--- src/hdl/acqres_defines.svh ---
// register indices, field positions, reset values and channel codes of the result bank
`ifndef ACQRES_DEFINES_SVH
`define ACQRES_DEFINES_SVH

// ----------------------------------------------------------------
// register indices (byte address = 4 * index)
// ----------------------------------------------------------------
`define ACQRES_IDX_CELL_FIRST 8'h20
`define ACQRES_IDX_CELL_LAST  8'h2B
`define ACQRES_IDX_STACK      8'h2C
`define ACQRES_IDX_AUX1       8'h2D
`define ACQRES_IDX_AUX2       8'h2E
`define ACQRES_IDX_SUM        8'h2F
`define ACQRES_IDX_MEAS_EN    8'h30

// ----------------------------------------------------------------
// channel codes on the measurement update port
// ----------------------------------------------------------------
`define ACQRES_NUM_CELLS   12
`define ACQRES_NUM_RESULTS 15
`define ACQRES_CH_STACK    4'hC
`define ACQRES_CH_AUX1     4'hD
`define ACQRES_CH_AUX2     4'hE

// ----------------------------------------------------------------
// field layout and reset values
// ----------------------------------------------------------------
`define ACQRES_HI_RES_W      14
`define ACQRES_LO_RES_W      12
`define ACQRES_SUM_LSB       4
`define ACQRES_RESULT_RESET  16'h0000
`define ACQRES_SUM_RESET     16'h0000
`define ACQRES_MEAS_EN_RESET 12'hFFF

`endif

--- src/hdl/acqres_pkg.sv ---
// types shared by the acquisition result bank
package acqres_pkg;

	// ----------------------------------------------------------------
	// measurement update strobe from the conversion sequencer
	// ----------------------------------------------------------------
	typedef struct packed {
		logic        valid;
		logic [3:0]  channel;
		logic [13:0] data;
	} acqres_meas_t;

	// ----------------------------------------------------------------
	// apb request and answer
	// ----------------------------------------------------------------
	typedef struct packed {
		logic        psel;
		logic        penable;
		logic        pwrite;
		logic [11:0] paddr;
		logic [31:0] pwdata;
	} acqres_apb_req_t;

	typedef struct packed {
		logic        pready;
		logic [31:0] prdata;
		logic        pslverr;
	} acqres_apb_rsp_t;

	typedef logic [15:0] acqres_word_t;

	typedef enum logic [1:0] {
		ACQRES_IDLE,
		ACQRES_ACCESS
	} acqres_apb_state_t;

endpackage : acqres_pkg

--- src/hdl/acqres_sum.sv ---
// sum of the upper twelve bits of every enabled cell result
`timescale 1ns/1ns
`include "acqres_defines.svh"

module acqres_sum (
	// cell results and enables
	input  wire acqres_pkg::acqres_word_t [`ACQRES_NUM_CELLS-1:0] cells,
	input  wire logic [`ACQRES_NUM_CELLS-1:0]                     enable,
	// total
	output logic [15:0]                                           total
);

	logic [`ACQRES_NUM_CELLS-1:0][15:0] term;

	// mask each cell's upper twelve bits by its enable
	genvar g;
	generate
		for (g = 0; g < `ACQRES_NUM_CELLS; g++) begin : g_term
			assign term[g] = enable[g] ? {4'h0, cells[g][15:`ACQRES_SUM_LSB]} : 16'h0000;
		end
	endgenerate

	// twelve terms of at most 0xFFF never pass 16 bits
	always_comb begin
		total = 16'h0000;
		for (int i = 0; i < `ACQRES_NUM_CELLS; i++) begin
			total = total + term[i];
		end
	end

endmodule : acqres_sum

--- src/hdl/acqres_regs.sv ---
// acquisition result register bank with apb slave
//
// The APB register port is this design's own decision.
`timescale 1ns/1ns
`include "acqres_defines.svh"


module acqres_regs (
	// clock and reset
	input  wire logic                        pclk,
	input  wire logic                        presetn,
	// apb slave
	input  wire acqres_pkg::acqres_apb_req_t apb_req,
	output acqres_pkg::acqres_apb_rsp_t      apb_rsp,
	// measurement updates
	input  wire acqres_pkg::acqres_meas_t    meas
);

	// ----------------------------------------------------------------
	// declarations
	// ----------------------------------------------------------------
	acqres_pkg::acqres_word_t [`ACQRES_NUM_RESULTS-1:0] result;
	logic [`ACQRES_NUM_CELLS-1:0]                       channel_measure_enable;
	logic [15:0]                                        sum_now;
	logic [15:0]                                        cell_sum;
	acqres_pkg::acqres_apb_state_t                      state;
	acqres_pkg::acqres_apb_state_t                      next_state;
	logic [31:0]                                        prdata_q;
	logic                                               pslverr_q;
	logic [31:0]                                        next_rdata;
	logic [7:0]                                         req_idx;
	logic                                               setup_phase;
	logic                                               access_done;
	logic                                               wr_done;

	// ----------------------------------------------------------------
	// address decode helpers
	// ----------------------------------------------------------------

	// register index from a byte address
	function automatic logic [7:0] acqres_index(input logic [11:0] addr);
		acqres_index = addr[9:2];
	endfunction : acqres_index

	// aligned address that falls on a register of this bank
	function automatic logic acqres_mapped(input logic [11:0] addr);
		logic [7:0] idx;
		idx           = addr[9:2];
		acqres_mapped = (addr[1:0] == 2'h0) && (addr[11:10] == 2'h0) &&
		                (idx >= `ACQRES_IDX_CELL_FIRST) && (idx <= `ACQRES_IDX_MEAS_EN);
	endfunction : acqres_mapped

	// index lies inside the read-only result bank
	function automatic logic acqres_is_result(input logic [7:0] idx);
		acqres_is_result = (idx >= `ACQRES_IDX_CELL_FIRST) && (idx <= `ACQRES_IDX_SUM);
	endfunction : acqres_is_result

	assign req_idx     = acqres_index(apb_req.paddr);
	assign setup_phase = apb_req.psel && !apb_req.penable;
	assign access_done = apb_req.psel && apb_req.penable && (state == acqres_pkg::ACQRES_ACCESS);
	assign wr_done     = access_done && apb_req.pwrite;

	// ----------------------------------------------------------------
	// apb phase tracking
	// ----------------------------------------------------------------

	// next phase from the master's strobes
	always_comb begin
		next_state = state;
		case (state)
			acqres_pkg::ACQRES_IDLE: begin
				if (setup_phase) begin
					next_state = acqres_pkg::ACQRES_ACCESS;
				end
			end
			acqres_pkg::ACQRES_ACCESS: begin
				if (setup_phase) begin
					next_state = acqres_pkg::ACQRES_ACCESS;
				end else if (!apb_req.psel || apb_req.penable) begin
					next_state = acqres_pkg::ACQRES_IDLE;
				end
			end
			default: begin
				next_state = acqres_pkg::ACQRES_IDLE;
			end
		endcase
	end

	// phase register
	always_ff @(posedge pclk or negedge presetn) begin
		if (!presetn) begin
			state <= acqres_pkg::ACQRES_IDLE;
		end else begin
			state <= next_state;
		end
	end

	// ----------------------------------------------------------------
	// result storage
	// ----------------------------------------------------------------

	// one left-justified word per channel; bus writes never reach these
	genvar g;
	generate
		for (g = 0; g < `ACQRES_NUM_RESULTS; g++) begin : g_result
			always_ff @(posedge pclk or negedge presetn) begin
				if (!presetn) begin
					result[g] <= `ACQRES_RESULT_RESET;
				end else if (meas.valid && (meas.channel == 4'(g))) begin
					if (g < `ACQRES_CH_AUX1) begin
						result[g] <= {meas.data[`ACQRES_HI_RES_W-1:0], 2'h0};
					end else begin
						result[g] <= {meas.data[`ACQRES_LO_RES_W-1:0], 4'h0};
					end
				end
			end
		end
	endgenerate

	// ----------------------------------------------------------------
	// cell total
	// ----------------------------------------------------------------

	// adder over the masked cell results
	acqres_sum u_sum (
		.cells  (result[`ACQRES_NUM_CELLS-1:0]),
		.enable (channel_measure_enable),
		.total  (sum_now)
	);

	// registered total, one cycle behind its inputs
	always_ff @(posedge pclk or negedge presetn) begin
		if (!presetn) begin
			cell_sum <= `ACQRES_SUM_RESET;
		end else begin
			cell_sum <= sum_now;
		end
	end

	// ----------------------------------------------------------------
	// measurement enable register
	// ----------------------------------------------------------------

	// the only writable register; result writes fall through silently
	always_ff @(posedge pclk or negedge presetn) begin
		if (!presetn) begin
			channel_measure_enable <= `ACQRES_MEAS_EN_RESET;
		end else if (wr_done && acqres_mapped(apb_req.paddr) && (req_idx == `ACQRES_IDX_MEAS_EN)) begin
			channel_measure_enable <= apb_req.pwdata[`ACQRES_NUM_CELLS-1:0];
		end
	end

	// ----------------------------------------------------------------
	// read data and error
	// ----------------------------------------------------------------

	// read multiplexer, upper bits zero
	always_comb begin
		logic [7:0] off;
		off        = req_idx - `ACQRES_IDX_CELL_FIRST;
		next_rdata = 32'h0000_0000;
		if (!acqres_mapped(apb_req.paddr)) begin
			next_rdata = 32'h0000_0000;
		end else if (req_idx == `ACQRES_IDX_SUM) begin
			next_rdata = {16'h0000, cell_sum};
		end else if (req_idx == `ACQRES_IDX_MEAS_EN) begin
			next_rdata = {20'h0_0000, channel_measure_enable};
		end else begin
			next_rdata = {16'h0000, result[off[3:0]]};
		end
	end

	// answer is captured in the setup cycle and stands through the access phase
	always_ff @(posedge pclk or negedge presetn) begin
		if (!presetn) begin
			prdata_q  <= 32'h0000_0000;
			pslverr_q <= 1'b0;
		end else if (setup_phase) begin
			prdata_q  <= apb_req.pwrite ? 32'h0000_0000 : next_rdata;
			pslverr_q <= !acqres_mapped(apb_req.paddr);
		end
	end

	// zero-wait answer
	assign apb_rsp.pready  = access_done;
	assign apb_rsp.prdata  = prdata_q;
	assign apb_rsp.pslverr = pslverr_q && access_done;

	// ----------------------------------------------------------------
	// assertions
	// ----------------------------------------------------------------

	logic any_result_set;
	logic result_read_setup;
	logic req_mapped;
	assign req_mapped        = acqres_mapped(apb_req.paddr);
	assign any_result_set    = |result;
	assign result_read_setup = setup_phase && !apb_req.pwrite && acqres_mapped(apb_req.paddr) &&
	                           acqres_is_result(req_idx);

	// a cell update lands in its own register, left-justified
	AST_CELL_UPDATE: assert property (
		@(posedge pclk) disable iff (!presetn)
		(meas.valid && (meas.channel < 4'hC))
		|=> result[$past(meas.channel)] == {$past(meas.data), 2'h0}
	) else $error("cell result not stored at its channel");

	// a cell read answers with the stored word, low two bits zero
	AST_CELL_READ_LOW: assert property (
		@(posedge pclk) disable iff (!presetn)
		(result_read_setup && (req_idx <= `ACQRES_IDX_CELL_LAST) && !meas.valid)
		|=> (prdata_q[1:0] == 2'h0) && (prdata_q[31:16] == 16'h0000)
		    && (prdata_q[15:0] == result[$past(req_idx) - 8'h20])
	) else $error("cell read data wrong or low bits set");

	// stack update keeps fourteen bits in 15:2
	AST_STACK_UPDATE: assert property (
		@(posedge pclk) disable iff (!presetn)
		(meas.valid && (meas.channel == `ACQRES_CH_STACK))
		|=> (result[12][15:2] == $past(meas.data)) && (result[12][1:0] == 2'h0)
	) else $error("stack result misplaced");

	// first aux update keeps twelve bits in 15:4
	AST_AUX1_UPDATE: assert property (
		@(posedge pclk) disable iff (!presetn)
		(meas.valid && (meas.channel == `ACQRES_CH_AUX1))
		|=> (result[13][15:4] == $past(meas.data[11:0])) && (result[13][3:0] == 4'h0)
	) else $error("first aux result misplaced");

	// second aux update keeps twelve bits in 15:4
	AST_AUX2_UPDATE: assert property (
		@(posedge pclk) disable iff (!presetn)
		(meas.valid && (meas.channel == `ACQRES_CH_AUX2))
		|=> (result[14][15:4] == $past(meas.data[11:0])) && (result[14][3:0] == 4'h0)
	) else $error("second aux result misplaced");

	// disabled cells add nothing to the total
	AST_SUM_MASKED: assert property (
		@(posedge pclk) disable iff (!presetn)
		(channel_measure_enable == 12'h000) [*2] |-> (cell_sum == 16'h0000)
	) else $error("total counts a disabled cell");

	// cell 0 alone enabled makes the total its upper twelve bits
	AST_SUM_SINGLE: assert property (
		@(posedge pclk) disable iff (!presetn)
		(channel_measure_enable == 12'h001) |=> (cell_sum == {4'h0, $past(result[0][15:4])})
	) else $error("total differs from the one enabled cell");

	// results and the total read zero on the first edge after reset
	AST_RESET_ZERO: assert property (
		@(posedge pclk)
		$rose(presetn) |-> (!any_result_set && (cell_sum == 16'h0000))
	) else $error("result bank not zero after reset");

	// writes to the result bank leave state untouched
	AST_WRITE_IGNORED: assert property (
		@(posedge pclk) disable iff (!presetn)
		(wr_done && acqres_is_result(req_idx) && !meas.valid)
		|=> $stable(result) && $stable(channel_measure_enable)
	) else $error("write to result bank changed state");

	// setup is followed by a ready access with no wait
	AST_ZERO_WAIT: assert property (
		@(posedge pclk) disable iff (!presetn)
		setup_phase ##1 (apb_req.psel && apb_req.penable) |-> apb_rsp.pready
	) else $error("access phase not answered at once");

	// a result read never shows anything above bit 15
	AST_RESULT_UPPER_ZERO: assert property (
		@(posedge pclk) disable iff (!presetn)
		result_read_setup
		|=> (prdata_q[31:16] == 16'h0000)
	) else $error("result read shows bits above 15");

	// a stack read keeps its two low bits at zero
	AST_STACK_READ_LOW: assert property (
		@(posedge pclk) disable iff (!presetn)
		(result_read_setup && (req_idx == `ACQRES_IDX_STACK))
		|=> (prdata_q[1:0] == 2'h0)
	) else $error("stack read shows low bits set");

	// a first aux read keeps its four low bits at zero
	AST_AUX1_READ_LOW: assert property (
		@(posedge pclk) disable iff (!presetn)
		(result_read_setup && (req_idx == `ACQRES_IDX_AUX1))
		|=> (prdata_q[3:0] == 4'h0)
	) else $error("first aux read shows low bits set");

	// a second aux read keeps its four low bits at zero
	AST_AUX2_READ_LOW: assert property (
		@(posedge pclk) disable iff (!presetn)
		(result_read_setup && (req_idx == `ACQRES_IDX_AUX2))
		|=> (prdata_q[3:0] == 4'h0)
	) else $error("second aux read shows low bits set");

	// a total read answers with the registered sum
	AST_SUM_READ: assert property (
		@(posedge pclk) disable iff (!presetn)
		(result_read_setup && (req_idx == `ACQRES_IDX_SUM))
		|=> (prdata_q == {16'h0000, $past(cell_sum)})
	) else $error("total read differs from the sum");

	// the total settles once its inputs stop moving
	AST_SUM_STEADY: assert property (
		@(posedge pclk) disable iff (!presetn)
		($stable(result) && $stable(channel_measure_enable))
		|=> $stable(cell_sum)
	) else $error("total moved with steady inputs");

	// results change only through a measurement update
	AST_RESULT_HOLDS: assert property (
		@(posedge pclk) disable iff (!presetn)
		!meas.valid
		|=> $stable(result)
	) else $error("result changed without an update");

	// a write to the result bank completes without error
	AST_RESULT_WRITE_OKAY: assert property (
		@(posedge pclk) disable iff (!presetn)
		(wr_done && req_mapped && (req_idx <= `ACQRES_IDX_SUM))
		|-> !apb_rsp.pslverr
	) else $error("write to result bank flagged an error");

	// an unmapped or misaligned access is flagged in its access phase
	AST_UNMAPPED_ERROR: assert property (
		@(posedge pclk) disable iff (!presetn)
		(setup_phase && !req_mapped) ##1 access_done
		|-> apb_rsp.pslverr
	) else $error("unmapped access not flagged");

	// a write answer carries no read data
	AST_WRITE_READS_ZERO: assert property (
		@(posedge pclk) disable iff (!presetn)
		(setup_phase && apb_req.pwrite)
		|=> (prdata_q == 32'h0000_0000)
	) else $error("write answer carries data");

	// the unused channel code leaves every result alone
	AST_IGNORED_CHANNEL: assert property (
		@(posedge pclk) disable iff (!presetn)
		(meas.valid && (meas.channel == 4'hF))
		|=> $stable(result)
	) else $error("ignored channel changed a result");

	// a write to the enable register lands at its access edge
	AST_EN_WRITE: assert property (
		@(posedge pclk) disable iff (!presetn)
		(wr_done && req_mapped && (req_idx == `ACQRES_IDX_MEAS_EN))
		|=> (channel_measure_enable == $past(apb_req.pwdata[11:0]))
	) else $error("enable register write lost");

endmodule : acqres_regs

--- config.mk ---
export PLATFORM = sky130hd
export DESIGN_NAME = acqres_regs
export DESIGN_NICKNAME = d
export VERILOG_FILES = /design/src/hdl/acqres_pkg.sv /design/src/hdl/acqres_sum.sv /design/src/hdl/acqres_regs.sv
export VERILOG_INCLUDE_DIRS = /design/src /design/src/hdl
export SDC_FILE = /design/constraint.sdc
export NUM_CORES = 1
export LEC_CHECK = 0
export ABC_AREA = 1
export ABC_CLOCK_PERIOD_IN_PS = 6300
export BUFFER_PORTS_ARGS = -buffer_cell sky130_fd_sc_hd__buf_4
export CORE_MARGIN = 3
export CORE_UTILIZATION = 62
export CTS_CLUSTER_SIZE = 14
export DETAILED_ROUTE_END_ITERATION = 10
export HOLD_SLACK_MARGIN = 0.05
export PLACE_DENSITY_LB_ADDON = 0.15
export SETUP_SLACK_MARGIN = 0.4
export SLEW_MARGIN = 15
export SYNTH_ARGS = -nofsm -noshare
export SYNTH_HDL_FRONTEND = slang
export SYNTH_SLANG_ARGS = --single-unit
--- constraint.sdc ---
create_clock -name pclk -period 6.3 [get_ports pclk]
set_input_delay 0.63 -clock pclk [delete_from_list [all_inputs] [get_ports pclk]]
set_output_delay 0.63 -clock pclk [all_outputs]
set_load 0.005 [all_outputs]
Yosys cells after proc, flatten, opt, wreduce, memory -nomap -nowiden
Cells that the tools add are included.
Operators by class
  $lt $le $gt $ge: 3
  reduce and logical (&&, ||, !) cells: 34
  multiplexer cells: 22
  $add $sub $neg: 12
  equal/unequal tests: 19
Operators by type and width (number)
  $add 16x16->16: 11
  $mux 12: 12
  $mux 32: 3
  $bmux 16 s4: 1
  $mux 16: 2
  $eq 4x4->1 const B: 7
  $logic_and 1x1->1: 25
  $eq 4x3->1 const B: 4
  $eq 8x6->1 const B: 2
  $eq 4x2->1 const B: 2
  $ge 8x6->1 const B: 1
  $le 8x6->1 const B: 1
  $logic_not 2->1: 3
  $mux 2: 3
  $lt 4x5->1 const B: 1
  $eq 4x1->1 const B: 1
  $logic_not 4->1: 1
  $pmux 2 s2: 1
  $sub 4x1->4 const B: 1
  $logic_not 1->1: 3
  $ne 3x2->1 const B: 1
  $eq 2x1->1 const B: 1
  $ne 2x2->1 const B: 1
  $reduce_and 2->1: 1
  $logic_or 1x1->1: 1
Word-level totals
  output and inout bits: 34
  word-level logic and storage cells: 110
  input bits: 68
  register bits after elaboration: 269

Longest topological paths before layout
  word-level depth: 12
  gate-level depth with buffers: 20
  gate-level depth less buffers: 19

By module
From an unflattened synthesis, not the netlist that was laid out.
Second synthesis, totals
  cell total of the unflattened synthesis: 2024
  area, all modules: 15956.6 µm²
Modules (own cells, without submodules)
  acqres_regs: seq. area each 6321.1 µm², times used 1, area an instance 11557.3 µm², cells an instance 1432
  acqres_sum: seq. area each 0.0 µm², times used 1, area an instance 4399.2 µm², cells an instance 592

Least setup slack after synthesis
OpenSTA, ideal clock, no wires.
  path type: register to register
  start: register channel_measure_enable[5]
  end: register cell_sum[12]
  required time: 6.220 ns
  arrival: 4.795 ns
  period minus slack after synthesis: 4.875 ns
  setup slack: 1.425 ns
  cell stages (with the launch flop): 19
  library setup time: 0.080 ns
  buffers on the path: 1
  cells stage by stage: dfstp_2 clkbuf_1 nand2_1 fa_1 inv_1 fa_1 fa_1 fa_1 inv_1 fa_1 inv_1 ha_1 fa_1 nand3_1 nand2_1 a21oi_1 nor2_1 nor2_1 xnor2_1
Between the ends
  longest elaborated chain between the ends: 8
Ends and longest elaborated chain
  start, declared: line acqres_regs.sv:23  | logic [`ACQRES_NUM_CELLS-1:0] channel_measure_enable;
  start signal, assigned: line acqres_regs.sv:147  | channel_measure_enable <= `ACQRES_MEAS_EN_RESET;
  start signal, assigned: line acqres_regs.sv:149  | channel_measure_enable <= apb_req.pwdata[`ACQRES_NUM_CELLS-1:0];
  $mux 12: line acqres_sum.sv:19  | assign term[g] = enable[g] ? {4'h0, cells[g][15:`ACQRES_SUM_LSB]} : 16'h0000;
  $add 16x16->16 (7 in a row): line acqres_sum.sv:27  | total = total + term[i];
  net sum_now[12]: line acqres_regs.sv:24  | logic [15:0] sum_now;
  end signal, assigned: line acqres_regs.sv:134  | cell_sum <= `ACQRES_SUM_RESET;
  end signal, assigned: line acqres_regs.sv:136  | cell_sum <= sum_now;
  end, declared: line acqres_regs.sv:25  | logic [15:0] cell_sum;
The timed path passes the listed nets, and every way through them passes these cells.
A chain may end at the register's enable or synchronous reset.

Worst setup path in the final report
Ends and elaborated chain as after synthesis.

==> flow_summary_export.csv <==
group,metric,value,unit
run_status,outcome,"finished clean",
min_path,hold_class,"input port to asynchronous set/reset pin",
floorplanning,row_count,58,
timing,max_freq,0.189,GHz
placement,place_ws,1130,ps
clocking,htree_levels,1,
logic_synthesis,synth_ff_type,"dfrtp_1",
timing,rsz0062_at_grt,"false",
final_layout,drive_above_1_share,0.0839,
run,drv_cap,0,
clocking,clock_latency,560,ps
detailed_routing,routed_wl,46.0,mm
placement,routabilityCongestion,0.909,
worst_setup_path,endpoint_kind,"flop",
worst_setup_path,rr_worst_depth,17,
clocking,cts_sinks,252,
power,power_frac_seq,0.464,
timing,finalSetupViolCount,0,
power,ir_drop,227,uV
final_layout,n_antenna_cell,0,
timing,maxSlewViolCount,0,
timing,fin_crit,5280,ps
logic_synthesis,netlist_area,15900,um2
worst_setup_path,r2r-end,"cell_sum[12]$_DFF_PN0_",
worst_setup_path,critPathLaunchType,"flop",
grt,grt_overflow,0,
worst_setup_path,crit_fanout,14,
worst_setup_path,crit_arrival,5750,ps
detailed_routing,ant_nets,0,
logic_synthesis,avgSynthCellArea,7.97,um2
timing,skew,14.1,ps
floorplanning,die_area,27600,um2
logic_synthesis,ys_ff_latch,252,
final_layout,post-route-util,0.692,
logic_synthesis,synth_edf_count,0,
timing,final.setup.tns,0,ps
worst_setup_path,r2r_setup_slack,1020,ps
floorplanning,start_util,0.632,
power,clockPowerShare,0.403,
power,p_leak,9.26,nW
floorplanning,io_pins,102,
grt,grt_pass1_wl,71.3,mm
detailed_routing,dr.pass1.iters,6,
power,total_power,4.52,mW
logic_synthesis,seq_area_frac_synth,0.397,
timing,finalHoldViolations,0,
timing,tightest_slew,1030,ps
worst_setup_path,cp-startpoint,"channel_measure_enable[5]$_DFFE_PN1P_",
final_layout,area_growth_syn_to_layout,9.47,%
detailed_routing,detail_route.wl_per_cell,19.5,um
timing,fin_hold_ws,127,ps
clocking,max-clock-path-buffers,3,
clocking,cts_repair_resize_count,0,
floorplanning,die_h,166,um
power,combPwrFrac,0.133,
placement,hpwl,30.7,mm
grt,grt_pass1_vias,12700,
clocking,root_buffer,"clkbuf_16",
floorplanning,fp.coreArea,25200,um2
logic_synthesis,synth_cell_types,45,
clocking,numCtsBuffers,29,
logic_synthesis,synthCells,1997,
worst_setup_path,path_class,"flop to flop",
timing,relSlewSlack,0.315,
logic_synthesis,async_flop_share,1.00,
grt,antenna_found_initial,0,
detailed_routing,vias_per_cell,5.67,
final_layout,fillers,2074,
detailed_routing,drc_errors,0,
detailed_routing,drtIter0Drc,1440,
worst_setup_path,reg2reg_from,"channel_measure_enable[5]$_DFFE_PN1P_",
timing,fin_crit_sh,0.838,
power,p_sw,1.29,mW
clocking,post_cts_buffers,0,
clocking,clkTransAtPathRegs,60,ps
detailed_routing,vias,13400,
grt,grt_usage,0.331,
clocking,cts_tree,"built",
timing,setup_ws,1020,ps
worst_setup_path,critPathCapture,"cell_sum[12]$_DFF_PN0_",
logic_synthesis,yosysWarnings,0,
grt,grt_max_degree,131,
power,switching_share,0.286,
power,intPower,3.23,mW
floorplanning,die_w,166,um
power,power.density,260,nW/um2
final_layout,final_nets,2210,
clocking,postCtsHoldBufs,0,
worst_setup_path,critPathRequiredTime,6770,ps
placement,io_buffers,65,
-- cells in the final DEF, fill, tap and decap left out, types with 8 or more instances in the layout --
cell type,count
dfrtp_1,240
nand2_1,680
o211ai_1,8
a21oi_1,16
nand4_1,31
o21ai_1,19
o21ai_0,218
nand3_1,65
nor2_1,99
or2_0,9
buf_4,70
fa_1,117
conb_1,16
inv_1,292
dfstp_2,12
ha_1,21
clkbuf_16,29
-- layer usage --
| layer | routed length [um] | GRT usage | up-vias |
|---|---|---|---|
| met5 | 0 | 0 | - |
| met4 | 2300 | 0.137 | 0 |
| li1 | - | - | 6091 |
| met2 | 21300 | 0.528 | 694 |
| met3 | 4480 | 0.0650 | 150 |
| met1 | 18000 | 0.453 | 6433 |
-- final cells by class --
type	instances	area, um2	area share
well taps	330	413	0.0237
flip-flops and latches	252	6320	0.363
clock buffers	39	823	0.0473
repair buffers	72	561	0.0322
clock inverters	15	215	0.0124
inverters	300	1130	0.0649
multi-input cells	1349	7960	0.457
-- worst min-delay path by stage --
stage | startpoint | end | slack, ps
after floorplan | presetn | cell_sum[0]$_DFF_PN0_ | 330
after global placement | result[130]$_DFFE_PN0P_ | result[130]$_DFFE_PN0P_ | 460
after detailed placement | prdata_q[7]$_DFFE_PN0P_ | prdata_q[7]$_DFFE_PN0P_ | 470
after CTS | presetn | pslverr_q$_DFFE_PN0P_ | 210
after global routing | presetn | pslverr_q$_DFFE_PN0P_ | 260
final | presetn | pslverr_q$_DFFE_PN0P_ | 130
-- cells in the mapped netlist (4+ instances only) --
cell type / count / area share
nand2_1: 680 / 0.16
dfstp_2: 12 / 0.020
nand4_1: 31 / 0.012
nand3_2: 4 / 0.0025
buf_4: 24 / 0.011
o21ai_0: 218 / 0.069
fa_1: 117 / 0.15
o211ai_1: 8 / 0.0038
inv_2: 6 / 0.0014
xor2_1: 5 / 0.0028
a21oi_1: 16 / 0.0050
buf_2: 23 / 0.0072
inv_1: 292 / 0.069
nor2_2: 6 / 0.0024
clkbuf_1: 59 / 0.014
dfrtp_1: 240 / 0.38
nand3_1: 65 / 0.020
nor2_1: 99 / 0.023
buf_6: 4 / 0.0028
xnor2_1: 6 / 0.0033
ha_1: 21 / 0.017
o21ai_1: 19 / 0.0060
or2_0: 9 / 0.0035
nand2_2: 7 / 0.0028
-- metrics by stage --
stage	cell area, um2	instances
after floorplan	16000	2012
after global placement	16400	2303
after detailed placement	16400	2303
after CTS	17400	2357
after global routing	17400	2357
final	17400	2357
-- cells by family after synthesis --
| logic type | count (synthesis) | synth area share |
|---|---|---|
| AND/OR/NAND/NOR | 916 | 0.240 |
| buffers and inverters | 411 | 0.107 |
| AO/OA/AOI/OAI | 268 | 0.0866 |
| flip-flops | 252 | 0.397 |
| adder cells (fa/ha/maj) | 138 | 0.164 |
| XOR/XNOR | 11 | 0.00605 |
| other | 1 | 0.000236 |
-- sequential cells by signal, summed over array words and instances (netlist names) --
register and count:
pslverr_q 1, state 1, cell_sum 16, result 206, channel_measure_enable 12, prdata_q 16
-- power by group through the flow --
| stage | clock (mW) | sequential, mW | combinational [mW] |
|---|---|---|---|
| 5_1_grt | 1.90 | 2.13 | 0.692 |
| 3_3_place_gp | 0 | 2.10 | 0.567 |
| 2_1_floorplan | 0 | 2.06 | 0.418 |
| 6_report | 1.82 | 2.10 | 0.601 |
| 4_1_cts | 1.83 | 2.09 | 0.594 |
| 3_5_place_dp | 0 | 2.11 | 0.589 |
-- worst max-delay path: stages, from the launching register on --
cell and delay, ps:
dfstp_2 840, nand2_1 160, fa_1 560, inv_1 50, fa_1 580, fa_1 440
fa_1 490, inv_1 50, fa_1 480, inv_1 50, ha_1 240, fa_1 470
nand3_1 100, nand2_1 130, a21oi_1 230, nor2_1 60, nor2_1 130, xnor2_1 120
Power figures use the tool's default switching activity.
